--- src/hdl/supervisor_pkg.sv ---
// Constants, register map and code decoding for the power-good and reset supervisor.
// Assumes one 100 MHz clock, an APB master with 8-bit byte addresses and 32-bit data.
// Operation
// - The block drives two separate power-good outputs, each the AND of its own group of qualifiers.
// - The suspend-reset release goes high only with supply above the run level, enable and thermal-trip high and rails 1, 4 and 5 good.
// - The platform power-ok goes high only with every suspend qualifier, the deep-sleep and standby-sleep inputs high and rails 1 to 6 good.
// - Each power-good output drops at once when any qualifier is lost or any unmasked fault occurs.
// - All registers reset while the supply monitor reports the supply below the reset level.
// - A falling enable resets all registers unless the first low-voltage LDO is configured always on.
// - A falling thermal-trip resets all registers while the suspend-reset release is high.
// - An unmasked regulator power fault or a critical temperature shutdown resets all registers.
// - Writing 1 to the shutdown command bit performs a software shutdown that resets all registers.
// - The voltage codes of core rails one and two reset on a falling idle-sleep or standby-sleep input.
// - Rails 3 to 6 each have a mode bit in their control register choosing auto or forced PWM.
// - The mode bit resets to auto, where the regulator picks PWM or PFM from its load.
// - Rails 1 and 2 have no forced-PWM choice and stay in auto mode always.
// - For rails 1, 2, 5 and 6 code 0 gives 0 V, code 1 gives 0.50 V plus 10 mV per step, saturating at 1.67 V.

package supervisor_pkg;

	// ----------------------------------------
	// Sizes
	// ----------------------------------------
	localparam int ADDR_W  = 8;
	localparam int DATA_W  = 32;
	localparam int RAILS   = 6;
	localparam int CTRL_W  = 8;
	localparam int CODE_W  = 7;
	localparam int MV_W    = 11;
	localparam int VOUTS   = 4;
	localparam int IRQ_W   = 4;
	localparam int EDGES   = 4;

	// ----------------------------------------
	// Register map
	// ----------------------------------------
	localparam logic [ADDR_W-1:0] ADDR_FAULT_MASK = 8'h00;
	localparam logic [ADDR_W-1:0] ADDR_SHUTDOWN   = 8'h04;
	localparam logic [ADDR_W-1:0] ADDR_STATUS     = 8'h08;
	localparam logic [ADDR_W-1:0] ADDR_IRQ_STATUS = 8'h0C;
	localparam logic [ADDR_W-1:0] ADDR_IRQ_CLEAR  = 8'h10;
	localparam logic [ADDR_W-1:0] ADDR_IRQ_ENABLE = 8'h14;
	localparam logic [ADDR_W-1:0] ADDR_RAIL_BASE  = 8'h20;
	localparam logic [ADDR_W-1:0] ADDR_RAIL_LAST  = 8'h34;

	// ----------------------------------------
	// Fields and reset values
	// ----------------------------------------
	localparam int                 MODE_BIT        = 7;
	localparam int                 SHUTDOWN_BIT    = 0;
	localparam logic [RAILS-1:0]   FAULT_MASK_RST  = 6'h00;
	localparam logic [IRQ_W-1:0]   IRQ_RST         = 4'h0;
	localparam logic [RAILS-1:0]   SUSPEND_RAILS   = 6'h19;
	localparam logic [RAILS-1:0]   PWM_CAPABLE     = 6'h3C;
	localparam logic [RAILS-1:0]   CORE_RAILS      = 6'h03;
	localparam int                 IRQ_SUSP_LOST   = 0;
	localparam int                 IRQ_PLAT_LOST   = 1;
	localparam int                 IRQ_CODE_RESET  = 2;
	localparam int                 IRQ_MASKED_FLT  = 3;

	// ----------------------------------------
	// Voltage code table, 10 mV steps
	// ----------------------------------------
	localparam logic [CODE_W-1:0]  CODE_ZERO = 7'h00;
	localparam logic [CODE_W-1:0]  CODE_ONE  = 7'h01;
	localparam logic [CODE_W-1:0]  CODE_SAT  = 7'h76;
	localparam logic [MV_W-1:0]    MV_FIRST  = 11'h1F4;
	localparam logic [MV_W-1:0]    MV_STEP   = 11'h00A;
	localparam logic [MV_W-1:0]    MV_SAT    = 11'h686;
	localparam logic [MV_W-1:0]    MV_ZERO   = 11'h000;

	function automatic logic [MV_W-1:0] code_to_mv(input logic [CODE_W-1:0] code);
		logic [CODE_W-1:0] steps;
		steps = code - CODE_ONE;
		if (code == CODE_ZERO) begin
			code_to_mv = MV_ZERO;
		end else if (code >= CODE_SAT) begin
			code_to_mv = MV_SAT;
		end else begin
			code_to_mv = MV_W'(MV_FIRST + MV_W'(MV_STEP * {4'h0, steps}));
		end
	endfunction : code_to_mv

endpackage : supervisor_pkg

--- src/hdl/power_good_and_reset_supervisor.sv ---
// Power-good combination, register reset control, rail mode and voltage code registers.
// Assumes an APB master on pclk; platform inputs are levels synchronised here.

module power_good_and_reset_supervisor #(
	parameter logic [6:0] VCODE_RESET = 7'h00
) (
	// Clock and reset
	input  wire logic                                 pclk,
	input  wire logic                                 presetn,
	// APB slave
	input  wire logic                                 psel,
	input  wire logic                                 penable,
	input  wire logic                                 pwrite,
	input  wire logic [supervisor_pkg::ADDR_W-1:0]    paddr,
	input  wire logic [supervisor_pkg::DATA_W-1:0]    pwdata,
	output logic      [supervisor_pkg::DATA_W-1:0]    prdata,
	output logic                                      pready,
	output logic                                      pslverr,
	// Supply, enable, sleep and thermal inputs
	input  wire logic                                 supply_run_ok,
	input  wire logic                                 supply_low,
	input  wire logic                                 device_enable_in,
	input  wire logic                                 thermal_trip_n,
	input  wire logic                                 deep_sleep_n,
	input  wire logic                                 standby_sleep_n,
	input  wire logic                                 idle_sleep_n,
	input  wire logic                                 crit_temp_shutdown,
	input  wire logic                                 ldo_one_always_on,
	// Rail status
	input  wire logic [supervisor_pkg::RAILS-1:0]     rail_good,
	input  wire logic [supervisor_pkg::RAILS-1:0]     rail_fault,
	// Power-good and control outputs
	output logic                                      suspend_reset_release,
	output logic                                      platform_power_ok,
	output logic                                      registers_reset,
	output logic [supervisor_pkg::RAILS-1:0]          rail_pwm_forced,
	output logic [supervisor_pkg::VOUTS-1:0][supervisor_pkg::MV_W-1:0] rail_target_mv,
	output logic                                      irq
);

	import supervisor_pkg::*;

	localparam int IN_W = 21;

	logic [IN_W-1:0]   raw_in;
	logic [IN_W-1:0]   sync_in;
	logic              run_s;
	logic              low_s;
	logic              en_s;
	logic              therm_s;
	logic              deep_s;
	logic              stby_s;
	logic              idle_s;
	logic              crit_s;
	logic              ldo_on_s;
	logic [RAILS-1:0]  good_s;
	logic [RAILS-1:0]  fault_s;

	// ----------------------------------------
	// Input synchronisation
	// ----------------------------------------
	assign raw_in = {supply_run_ok, supply_low, device_enable_in, thermal_trip_n, deep_sleep_n,
	                 standby_sleep_n, idle_sleep_n, crit_temp_shutdown, ldo_one_always_on,
	                 rail_good, rail_fault};

	input_sync #(.WIDTH(IN_W)) u_sync (
		.clk   (pclk),
		.rst_n (presetn),
		.din   (raw_in),
		.dout  (sync_in)
	);

	assign {run_s, low_s, en_s, therm_s, deep_s, stby_s, idle_s, crit_s, ldo_on_s, good_s, fault_s} = sync_in;

	// ----------------------------------------
	// Edges, qualifiers and reset causes
	// ----------------------------------------
	logic [EDGES-1:0]  edge_prev_reg;
	logic [EDGES-1:0]  edge_prev_next;
	logic [EDGES-1:0]  falls;
	logic              en_fall;
	logic              therm_fall;
	logic              stby_fall;
	logic              idle_fall;
	logic              fault_any;
	logic              susp_base;
	logic              plat_base;
	logic              susp_q;
	logic              plat_q;
	logic              sw_shutdown;
	logic              full_reset;
	logic              core_reset;
	logic              wr_en;
	logic [RAILS-1:0]  fault_mask_reg;

	always_comb begin
		edge_prev_next = {en_s, therm_s, stby_s, idle_s};
		falls = edge_prev_reg & ~edge_prev_next;
		{en_fall, therm_fall, stby_fall, idle_fall} = falls;
	end

	always_ff @(posedge pclk or negedge presetn) begin
		if (!presetn) begin
			edge_prev_reg <= '0;
		end else begin
			edge_prev_reg <= edge_prev_next;
		end
	end

	// Faults are folded into the qualifiers so an output never outlives the fault by more than one edge.
	assign fault_any   = crit_s | (|(fault_s & ~fault_mask_reg));
	assign susp_base   = run_s & en_s & therm_s & (&(good_s | ~SUSPEND_RAILS));
	assign plat_base   = deep_s & stby_s & (&good_s);
	assign susp_q      = susp_base & ~fault_any & ~low_s;
	assign plat_q      = susp_q & plat_base;
	assign sw_shutdown = wr_en & (paddr == ADDR_SHUTDOWN) & pwdata[SHUTDOWN_BIT];
	assign full_reset  = low_s
	                   | (en_fall & ~ldo_on_s)
	                   | (therm_fall & suspend_reset_release)
	                   | fault_any
	                   | sw_shutdown;
	assign core_reset  = idle_fall | stby_fall;

	// ----------------------------------------
	// APB decode
	// ----------------------------------------
	function automatic logic rail_hit(input logic [ADDR_W-1:0] a);
		rail_hit = (a >= ADDR_RAIL_BASE) && (a <= ADDR_RAIL_LAST) && (a[1:0] == 2'b00);
	endfunction : rail_hit

	function automatic logic [2:0] rail_index(input logic [ADDR_W-1:0] a);
		logic [ADDR_W-1:0] off;
		off = a - ADDR_RAIL_BASE;
		rail_index = off[4:2];
	endfunction : rail_index

	logic [RAILS-1:0]   fault_mask_next;
	logic [IRQ_W-1:0]   irq_status_reg;
	logic [IRQ_W-1:0]   irq_status_next;
	logic [IRQ_W-1:0]   irq_en_reg;
	logic [IRQ_W-1:0]   irq_en_next;
	logic [IRQ_W-1:0]   irq_event;
	logic [IRQ_W-1:0]   irq_clr_wr;
	logic [CTRL_W-1:0]  rail_ctrl_reg [RAILS];
	logic [CTRL_W-1:0]  rail_ctrl_next [RAILS];
	logic [DATA_W-1:0]  rd_data;
	logic               hit;
	logic               setup;
	logic [19:0]        status_word;
	logic               irq_cause;

	assign setup = psel & ~penable;
	assign wr_en = psel & penable & pready & pwrite;
	assign status_word = {fault_s, good_s, idle_s, stby_s, deep_s, therm_s, en_s, run_s,
	                      platform_power_ok, suspend_reset_release};

	always_comb begin
		rd_data = '0;
		hit = 1'b1;
		case (paddr)
			ADDR_FAULT_MASK: begin
				rd_data = DATA_W'(fault_mask_reg);
			end
			ADDR_SHUTDOWN, ADDR_IRQ_CLEAR: begin
				rd_data = '0;
			end
			ADDR_STATUS: begin
				rd_data = DATA_W'(status_word);
			end
			ADDR_IRQ_STATUS: begin
				rd_data = DATA_W'(irq_status_reg);
			end
			ADDR_IRQ_ENABLE: begin
				rd_data = DATA_W'(irq_en_reg);
			end
			default: begin
				if (rail_hit(paddr)) begin
					rd_data = DATA_W'(rail_ctrl_reg[rail_index(paddr)]);
				end else begin
					hit = 1'b0;
				end
			end
		endcase
	end

	always_ff @(posedge pclk or negedge presetn) begin
		if (!presetn) begin
			prdata  <= '0;
			pready  <= 1'b0;
			pslverr <= 1'b0;
		end else begin
			prdata  <= setup ? rd_data : '0;
			pready  <= setup;
			pslverr <= setup & ~hit;
		end
	end

	// ----------------------------------------
	// Register file
	// ----------------------------------------
	always_comb begin
		irq_event = '0;
		irq_event[IRQ_SUSP_LOST]  = suspend_reset_release & ~susp_q;
		irq_event[IRQ_PLAT_LOST]  = platform_power_ok & ~plat_q;
		irq_event[IRQ_CODE_RESET] = core_reset;
		irq_event[IRQ_MASKED_FLT] = |(fault_s & fault_mask_reg);
		irq_clr_wr = (wr_en && paddr == ADDR_IRQ_CLEAR) ? pwdata[IRQ_W-1:0] : '0;
		fault_mask_next = fault_mask_reg;
		irq_en_next = irq_en_reg;
		irq_status_next = (irq_status_reg & ~irq_clr_wr) | irq_event;
		for (int i = 0; i < RAILS; i++) begin
			rail_ctrl_next[i] = rail_ctrl_reg[i];
			if (wr_en && rail_hit(paddr) && rail_index(paddr) == 3'(i)) begin
				rail_ctrl_next[i] = pwdata[CTRL_W-1:0];
				rail_ctrl_next[i][MODE_BIT] = pwdata[MODE_BIT] & PWM_CAPABLE[i];
			end
			if (core_reset && CORE_RAILS[i]) begin
				rail_ctrl_next[i][CODE_W-1:0] = VCODE_RESET;
			end
		end
		if (wr_en && paddr == ADDR_FAULT_MASK) begin
			fault_mask_next = pwdata[RAILS-1:0];
		end
		if (wr_en && paddr == ADDR_IRQ_ENABLE) begin
			irq_en_next = pwdata[IRQ_W-1:0];
		end
		// A full reset wipes the pending events too; software sees the cleared file.
		if (full_reset) begin
			fault_mask_next = FAULT_MASK_RST;
			irq_en_next = IRQ_RST;
			irq_status_next = IRQ_RST;
			for (int i = 0; i < RAILS; i++) begin
				rail_ctrl_next[i] = {1'b0, VCODE_RESET};
			end
		end
	end

	always_ff @(posedge pclk or negedge presetn) begin
		if (!presetn) begin
			fault_mask_reg <= FAULT_MASK_RST;
			irq_en_reg     <= IRQ_RST;
			irq_status_reg <= IRQ_RST;
			for (int i = 0; i < RAILS; i++) begin
				rail_ctrl_reg[i] <= {1'b0, VCODE_RESET};
			end
		end else begin
			fault_mask_reg <= fault_mask_next;
			irq_en_reg     <= irq_en_next;
			irq_status_reg <= irq_status_next;
			for (int i = 0; i < RAILS; i++) begin
				rail_ctrl_reg[i] <= rail_ctrl_next[i];
			end
		end
	end

	// ----------------------------------------
	// Outputs
	// ----------------------------------------
	logic [RAILS-1:0]             pwm_next;
	logic [VOUTS-1:0][MV_W-1:0]   mv_next;

	assign irq_cause = |(irq_status_reg & irq_en_reg);

	always_comb begin
		for (int i = 0; i < RAILS; i++) begin
			pwm_next[i] = rail_ctrl_reg[i][MODE_BIT] & PWM_CAPABLE[i];
		end
		for (int v = 0; v < VOUTS; v++) begin
			mv_next[v] = code_to_mv(rail_ctrl_reg[(v < 2) ? v : v + 2][CODE_W-1:0]);
		end
	end

	always_ff @(posedge pclk or negedge presetn) begin
		if (!presetn) begin
			suspend_reset_release <= 1'b0;
			platform_power_ok     <= 1'b0;
			registers_reset       <= 1'b0;
			rail_pwm_forced       <= '0;
			rail_target_mv        <= '0;
			irq                   <= 1'b0;
		end else begin
			suspend_reset_release <= susp_q;
			platform_power_ok     <= plat_q;
			registers_reset       <= full_reset;
			rail_pwm_forced       <= pwm_next;
			rail_target_mv        <= mv_next;
			irq                   <= irq_cause;
		end
	end

	// ----------------------------------------
	// Assertions
	// ----------------------------------------
	susp_qualify_a: assert property (@(posedge pclk) disable iff (!presetn)
		suspend_reset_release |-> $past(susp_base) && $past(run_s) && $past(good_s[3]))
		else $error("suspend release high without its qualifiers");

	plat_qualify_a: assert property (@(posedge pclk) disable iff (!presetn)
		platform_power_ok |-> suspend_reset_release && $past(plat_base))
		else $error("platform power ok high without its qualifiers");

	drop_fast_a: assert property (@(posedge pclk) disable iff (!presetn)
		(fault_any || !en_s) |=> !suspend_reset_release && !platform_power_ok)
		else $error("power good not dropped one cycle after loss");

	supply_reset_a: assert property (@(posedge pclk) disable iff (!presetn)
		low_s [*2] |-> registers_reset && fault_mask_reg == FAULT_MASK_RST)
		else $error("registers not held in reset on low supply");

	enable_fall_a: assert property (@(posedge pclk) disable iff (!presetn)
		(en_fall && !ldo_on_s) |=> registers_reset && irq_en_reg == IRQ_RST)
		else $error("enable fall did not reset registers");

	therm_fall_a: assert property (@(posedge pclk) disable iff (!presetn)
		(therm_fall && suspend_reset_release) |=> registers_reset)
		else $error("thermal trip fall did not reset registers");

	fault_reset_a: assert property (@(posedge pclk) disable iff (!presetn)
		(|(fault_s & ~fault_mask_reg) || crit_s) |=> registers_reset)
		else $error("fault did not reset registers");

	sw_shutdown_a: assert property (@(posedge pclk) disable iff (!presetn)
		sw_shutdown |=> registers_reset && fault_mask_reg == FAULT_MASK_RST && irq_en_reg == IRQ_RST)
		else $error("software shutdown did not reset registers");

	core_code_a: assert property (@(posedge pclk) disable iff (!presetn)
		core_reset |=> rail_ctrl_reg[0][CODE_W-1:0] == VCODE_RESET && rail_ctrl_reg[1][CODE_W-1:0] == VCODE_RESET)
		else $error("core rail codes not reset on sleep edge");

	auto_only_a: assert property (@(posedge pclk) disable iff (!presetn)
		rail_pwm_forced[1:0] == 2'b00)
		else $error("core rails left auto mode");

	code_sat_a: assert property (@(posedge pclk) disable iff (!presetn)
		(rail_ctrl_reg[0][CODE_W-1:0] >= CODE_SAT) |=> rail_target_mv[0] == MV_SAT)
		else $error("voltage code did not saturate");

	set_wins_a: assert property (@(posedge pclk) disable iff (!presetn)
		(irq_event[IRQ_CODE_RESET] && irq_clr_wr[IRQ_CODE_RESET] && !full_reset)
		|=> irq_status_reg[IRQ_CODE_RESET])
		else $error("event lost against its clear");

endmodule : power_good_and_reset_supervisor

--- src/hdl/input_sync.sv ---
// Two flip-flop synchroniser for a vector of independent levels.
// Assumes each bit is a slow level; bits are not coherent with each other.

module input_sync #(
	parameter int WIDTH = 1
) (
	// Clock and reset
	input  wire logic             clk,
	input  wire logic             rst_n,
	// Levels
	input  wire logic [WIDTH-1:0] din,
	output logic      [WIDTH-1:0] dout
);

	logic [WIDTH-1:0] meta_reg;

	always_ff @(posedge clk or negedge rst_n) begin
		if (!rst_n) begin
			meta_reg <= '0;
			dout     <= '0;
		end else begin
			meta_reg <= din;
			dout     <= meta_reg;
		end
	end

endmodule : input_sync

--- config.mk ---
export PLATFORM = sky130hd
export DESIGN_NAME = power_good_and_reset_supervisor
export DESIGN_NICKNAME = d
export VERILOG_FILES = /design/src/hdl/supervisor_pkg.sv /design/src/hdl/power_good_and_reset_supervisor.sv /design/src/hdl/input_sync.sv
export SDC_FILE = /design/constraint.sdc
export NUM_CORES = 1
export LEC_CHECK = 0
export BUFFER_PORTS_ARGS = -buffer_cell sky130_fd_sc_hd__clkbuf_2
export CAP_MARGIN = 20
export CORE_ASPECT_RATIO = 1.75
export CORE_MARGIN = 4
export CORE_UTILIZATION = 61
export CTS_CLUSTER_DIAMETER = 200
export DETAILED_ROUTE_END_ITERATION = 10
export PLACE_DENSITY = 0.86
export SYNTH_ARGS = -nofsm -noshare
export SYNTH_HDL_FRONTEND = slang
export SYNTH_HIERARCHICAL = 1
export SYNTH_SLANG_ARGS = --single-unit
--- constraint.sdc ---
create_clock -name pclk -period 5.5 [get_ports pclk]
set_input_delay 1.1 -clock pclk [delete_from_list [all_inputs] [get_ports pclk]]
set_output_delay 1.1 -clock pclk [all_outputs]
set_load 0.03 [all_outputs]
; ---- After elaboration in Yosys (flattened, before gate mapping)
; Index checks and enable logic that the tools add are counted.
; Widths: inputs -> output; s select.
[word_totals]
register_bits = 194
in_bits = 66
output_inout_bits = 88
[op_classes]
add_sub_neg = 9
multipliers = 4
magnitude_cmp = 7
n_eq_ne = 10
mux = 31
bitwise_logic = 42
reduce_logical = 36
[ops]
columns = cell, n
row1 = $pmux 20 s5, 1
row2 = $mux 11, 8
row3 = $mux 8, 9
row4 = $mux 48, 1
row5 = $add 9x11->11 const A, 4
row6 = $mul 3x7->10 const A, 4
row7 = $mux 32, 1
row8 = $ge 7x7->1 const B, 4
row9 = $logic_not 7->1, 4
row10 = $sub 7x1->7 const B, 4
row11 = $bmux 8 s3, 1
row12 = $and 1x1->1, 19
row13 = $reduce_or 6->1, 3
row14 = $eq 8x4->1 const B, 2
row15 = $eq 8x5->1 const B, 2
row16 = $mux 4, 4
row17 = $reduce_bool 2->1, 8
row18 = $mux 7, 2
row19 = $and 4x4->4, 3
row20 = $and 6x6->6, 2
row21 = $logic_and 1x1->1, 12
row22 = $mux 6, 2
row23 = $eq 8x3->1 const B, 1
row24 = $ge 8x6->1 const B, 1
row25 = 21 further kinds, 37

; ---- Depth between registers and ports, before layout
[logic_depth]
depth_word = 12
depth_mapped = 14
ltp_nobuf = 14

; ---- Hierarchy
; Netlist, hierarchy kept.
[modules_own_cells]
columns = mod, instances, cells_per_inst, area_per_inst_um2, seq_area_each_um2
row1 = power_good_and_reset_supervisor, 1, 791, 7845.0, 3353.2
row2 = input_sync, 1, 42, 1051.0, 1051.0

; ---- Least setup slack after synthesis
; No wires, ideal clock.
[synth_path]
path_type = register to register
from = register rail_ctrl_reg[40] (netlist bit)
to = register rail_target_mv[10] (netlist bit)
arrival_ps = 3126
required_ps = 5344
slack_ps = 2219
stages_incl_launch_ff = 15
path_buffers = 0
period_less_slack_ps = 3281
cell_sequence = dfrtp_1 inv_1 ha_1 nor3b_1 xnor2_1 inv_1 ha_1 inv_1 fa_1 nand2b_1 a21oi_1 xor2_1 nor4b_1 o211a_1 nor3_1
[synth_lines]
columns = element, line
row1 = from (decl), power_good_and_reset_supervisor.sv:144  ; logic [CTRL_W-1:0] rail_ctrl_reg [RAILS];
row2 = "from (signal, indexed assignment)", power_good_and_reset_supervisor.sv:244  ; rail_ctrl_reg[i] <= {1'b0, VCODE_RESET};
row3 = "from (signal, indexed assignment)", power_good_and_reset_supervisor.sv:251  ; rail_ctrl_reg[i] <= rail_ctrl_next[i];
row4 = to (signal assigned), power_good_and_reset_supervisor.sv:286  ; rail_target_mv <= mv_next;
row5 = to (decl), power_good_and_reset_supervisor.sv:37  ; output logic [supervisor_pkg::VOUTS-1:0][supervisor_pkg::MV_W-1:0] rail_target_mv,

==> reports/metrics.csv <==
metric,value,unit
outcome,finished clean,
drv_cap,0,
grt.overflow.total,0,
grt_pass1_vias,7123,
ys_warn_count,6,
hold_viol_final,0,
cp_slowest_stage_delay,0.63,ns
cp-start-kind,flop,
power_density,265,mW/mm^2
ant_nets,0,
design_area,0.0102,mm^2
hold_path_class,reg2reg,
ys_ff_latch,176,
clk_pin_slew,0.08,ns
power_leakage,5.01,nW
synth_edf_count,0,
ioPinCount,154,
grt_pass1_wl,34200,um
antenna_found_initial,0,
setup_violations,0,
slowest_stage,nor4b_1,
vias_per_cell,5.93,
nets,1059,
critPathCaptureType,flop,
htreeDepth,4,
synthToLayoutAreaGrowth,14.2,%
cts_post_setup_buffers_inserted,0,
post_cts_resized,0,
drive_gt1_share,17.9,%
ys_top_cells_by_area,"dfrtp_1, ha_1, mux2i_1, nor2_1, xor2_1",
crit_fanout,6,
fmax,256,MHz
worstPathCellList,inv_1 > ha_1 > nor3b_1 > xnor2_1 > inv_1 > ha_1 > inv_1 > fa_1 > nand2b_1 > a21oi_1 > xor2_1 > nor4b_1 > o211a_1 > nor3_1,
drv_slew,0,
die_w,99.3,um
num_vias,6697,
ctsHoldBuffers,0,
synthCells,833,
synth-main-ff-cell,dfrtp_1,
tightest_slew,0.896,ns
largest_register_ffs,42,
rows,58,
synth_top_area_share,49.5,%
wl_per_cell,18.2,um
drc,0,
irDropWorstVdd,0.000242,V
max-clock-path-buffers,2,
root_buffer,clkbuf_16,
clk_latency,0.44,ns
ys_types,63,
crit_top_cell,inv_1,
fill_cells,1029,
synth_common_cells,"dfrtp_1, nor2_1, mux2i_1, inv_1, ha_1",
rsz0062_at_grt,false,
fin_util,70.7,%
firstDrtPassIters,5,
place_congestion,0.852,
final.period_utilization,71.1,%
synthArstFlopShare,100,%
crit_type,reg2reg,
total_power,2.69,mW
syn_area,0.00890,mm^2
num_antenna_cells,0,
numCtsBuffers,17,
synth_top_cell_by_area,dfrtp_1,
crit_required,5.81,ns
yosysMostFrequentCell,dfrtp_1,
core,0.0144,mm^2
finClkSkew,0.0135,ns
multi_input_area,0.00409,mm^2
syn_area_per_cell,10.7,um^2
drt_wl_total,20600,um
tns,0,ns
yosysSeqAreaShare,49.5,%
port-buffer-count,111,
drt_first_iter_violations,585,
cts_tree,built,
regArea,0.00440,mm^2
grt_start_max_net_pins,90,
die_y,168,um
track_usage,25.9,%
place_hpwl,14300,um
slew_headroom,39.8,%
start_util,61.9,%
die-area,0.0167,mm^2
place_area,0.00952,mm^2
cts_sinks,176,
cp.arrival,4.22,ns
min_period,3.91,ns
-- cells by family after synthesis --
family          count (synthesis)  synth area share (%)
fa+ha+maj                      56                  8.21
buf+inv                       102                  5.29
simple gates                  254                  14.3
mux                            67                  8.52
xor+xnor                       48                  4.73
flops                         176                  49.5
compound gates                129                  9.40
other cells                     1                0.0422
-- path summary, 6_finish.rpt --
path | cells past startpoint | from | endpoint | slack [ns]
max | 14 | rail_ctrl_reg[40] | rail_target_mv[10] | 1.59
min | 0 | u_sync/meta_reg[9] | u_sync/dout[9] | 0.34
max reg2reg | 14 | rail_ctrl_reg[40] | rail_target_mv[10] | 1.59
min reg2reg | 0 | u_sync/meta_reg[9] | u_sync/dout[9] | 0.34
max in group asynchronous | 2 | presetn | edge_prev_reg[0] | 3.72
min in group asynchronous | 1 | presetn | rail_target_mv[24] | 0.69
-- through the flow --
stage               cells  hold WS [ns]  setup slack [ns]
floorplan             850         0.331              2.22
global placement     1098         0.331              1.88
detailed placement   1098         0.335              1.69
CTS                  1130         0.346              1.64
global route         1130         0.359              1.42
finish               1130         0.344              1.59
-- area by class of cell --
type,instances,share of cell area (%)
clock buffer,17,4.19
inverter,54,2.00
sequential,176,43.4
timing repair buffer,116,5.90
multi-input combinational,572,40.2
tap,180,2.22
clock inverter,15,2.13
-- critical path: cells and delay by family, from the launching register on --
kind | cells | cell delay (ns)
AOI/OAI and AO/OA | 2 | 0.45
xor gates and xnor gates | 2 | 0.38
adders and majority gates | 3 | 0.99
buffers and inverters | 3 | 0.30
DFF | 1 | 0.46
and+or+nand+nor | 4 | 1.20
-- power by group --
group | internal, mW | switching, mW | total (mW) | leakage [nW]
Combinational | 0.0224 | 0.0740 | 0.0963 | 2.36
Sequential | 1.31 | 0.00964 | 1.32 | 2.35
Clock | 0.638 | 0.634 | 1.27 | 0.307
Total | 1.97 | 0.718 | 2.69 | 5.01
-- cells in the final DEF, fill, tap and decap left out, types with 10 or more instances in the layout --
cell type	instances
or3_1	10
nor3_1	18
a21oi_1	42
a22oi_1	16
xor2_1	29
conb_1	18
nor2_1	109
xnor2_1	19
nand2b_1	16
o22ai_1	17
mux2i_1	60
clkbuf_2	110
o21ai_0	16
inv_1	54
dfrtp_1	176
clkbuf_16	17
and2_1	15
nand2_1	35
ha_1	52
-- per-layer routing --
metal	wire, um	GRT usage (%)	vias to the layer above	share of wire, %
met3	1380	6.13	94	6.7
met2	11000	46.0	318	54
met5	0	0	-	0
met4	1270	15.2	0	6.2
li1	-	-	3046	-
met1	6910	27.3	3239	34
(Power assumes the default switching activity.)
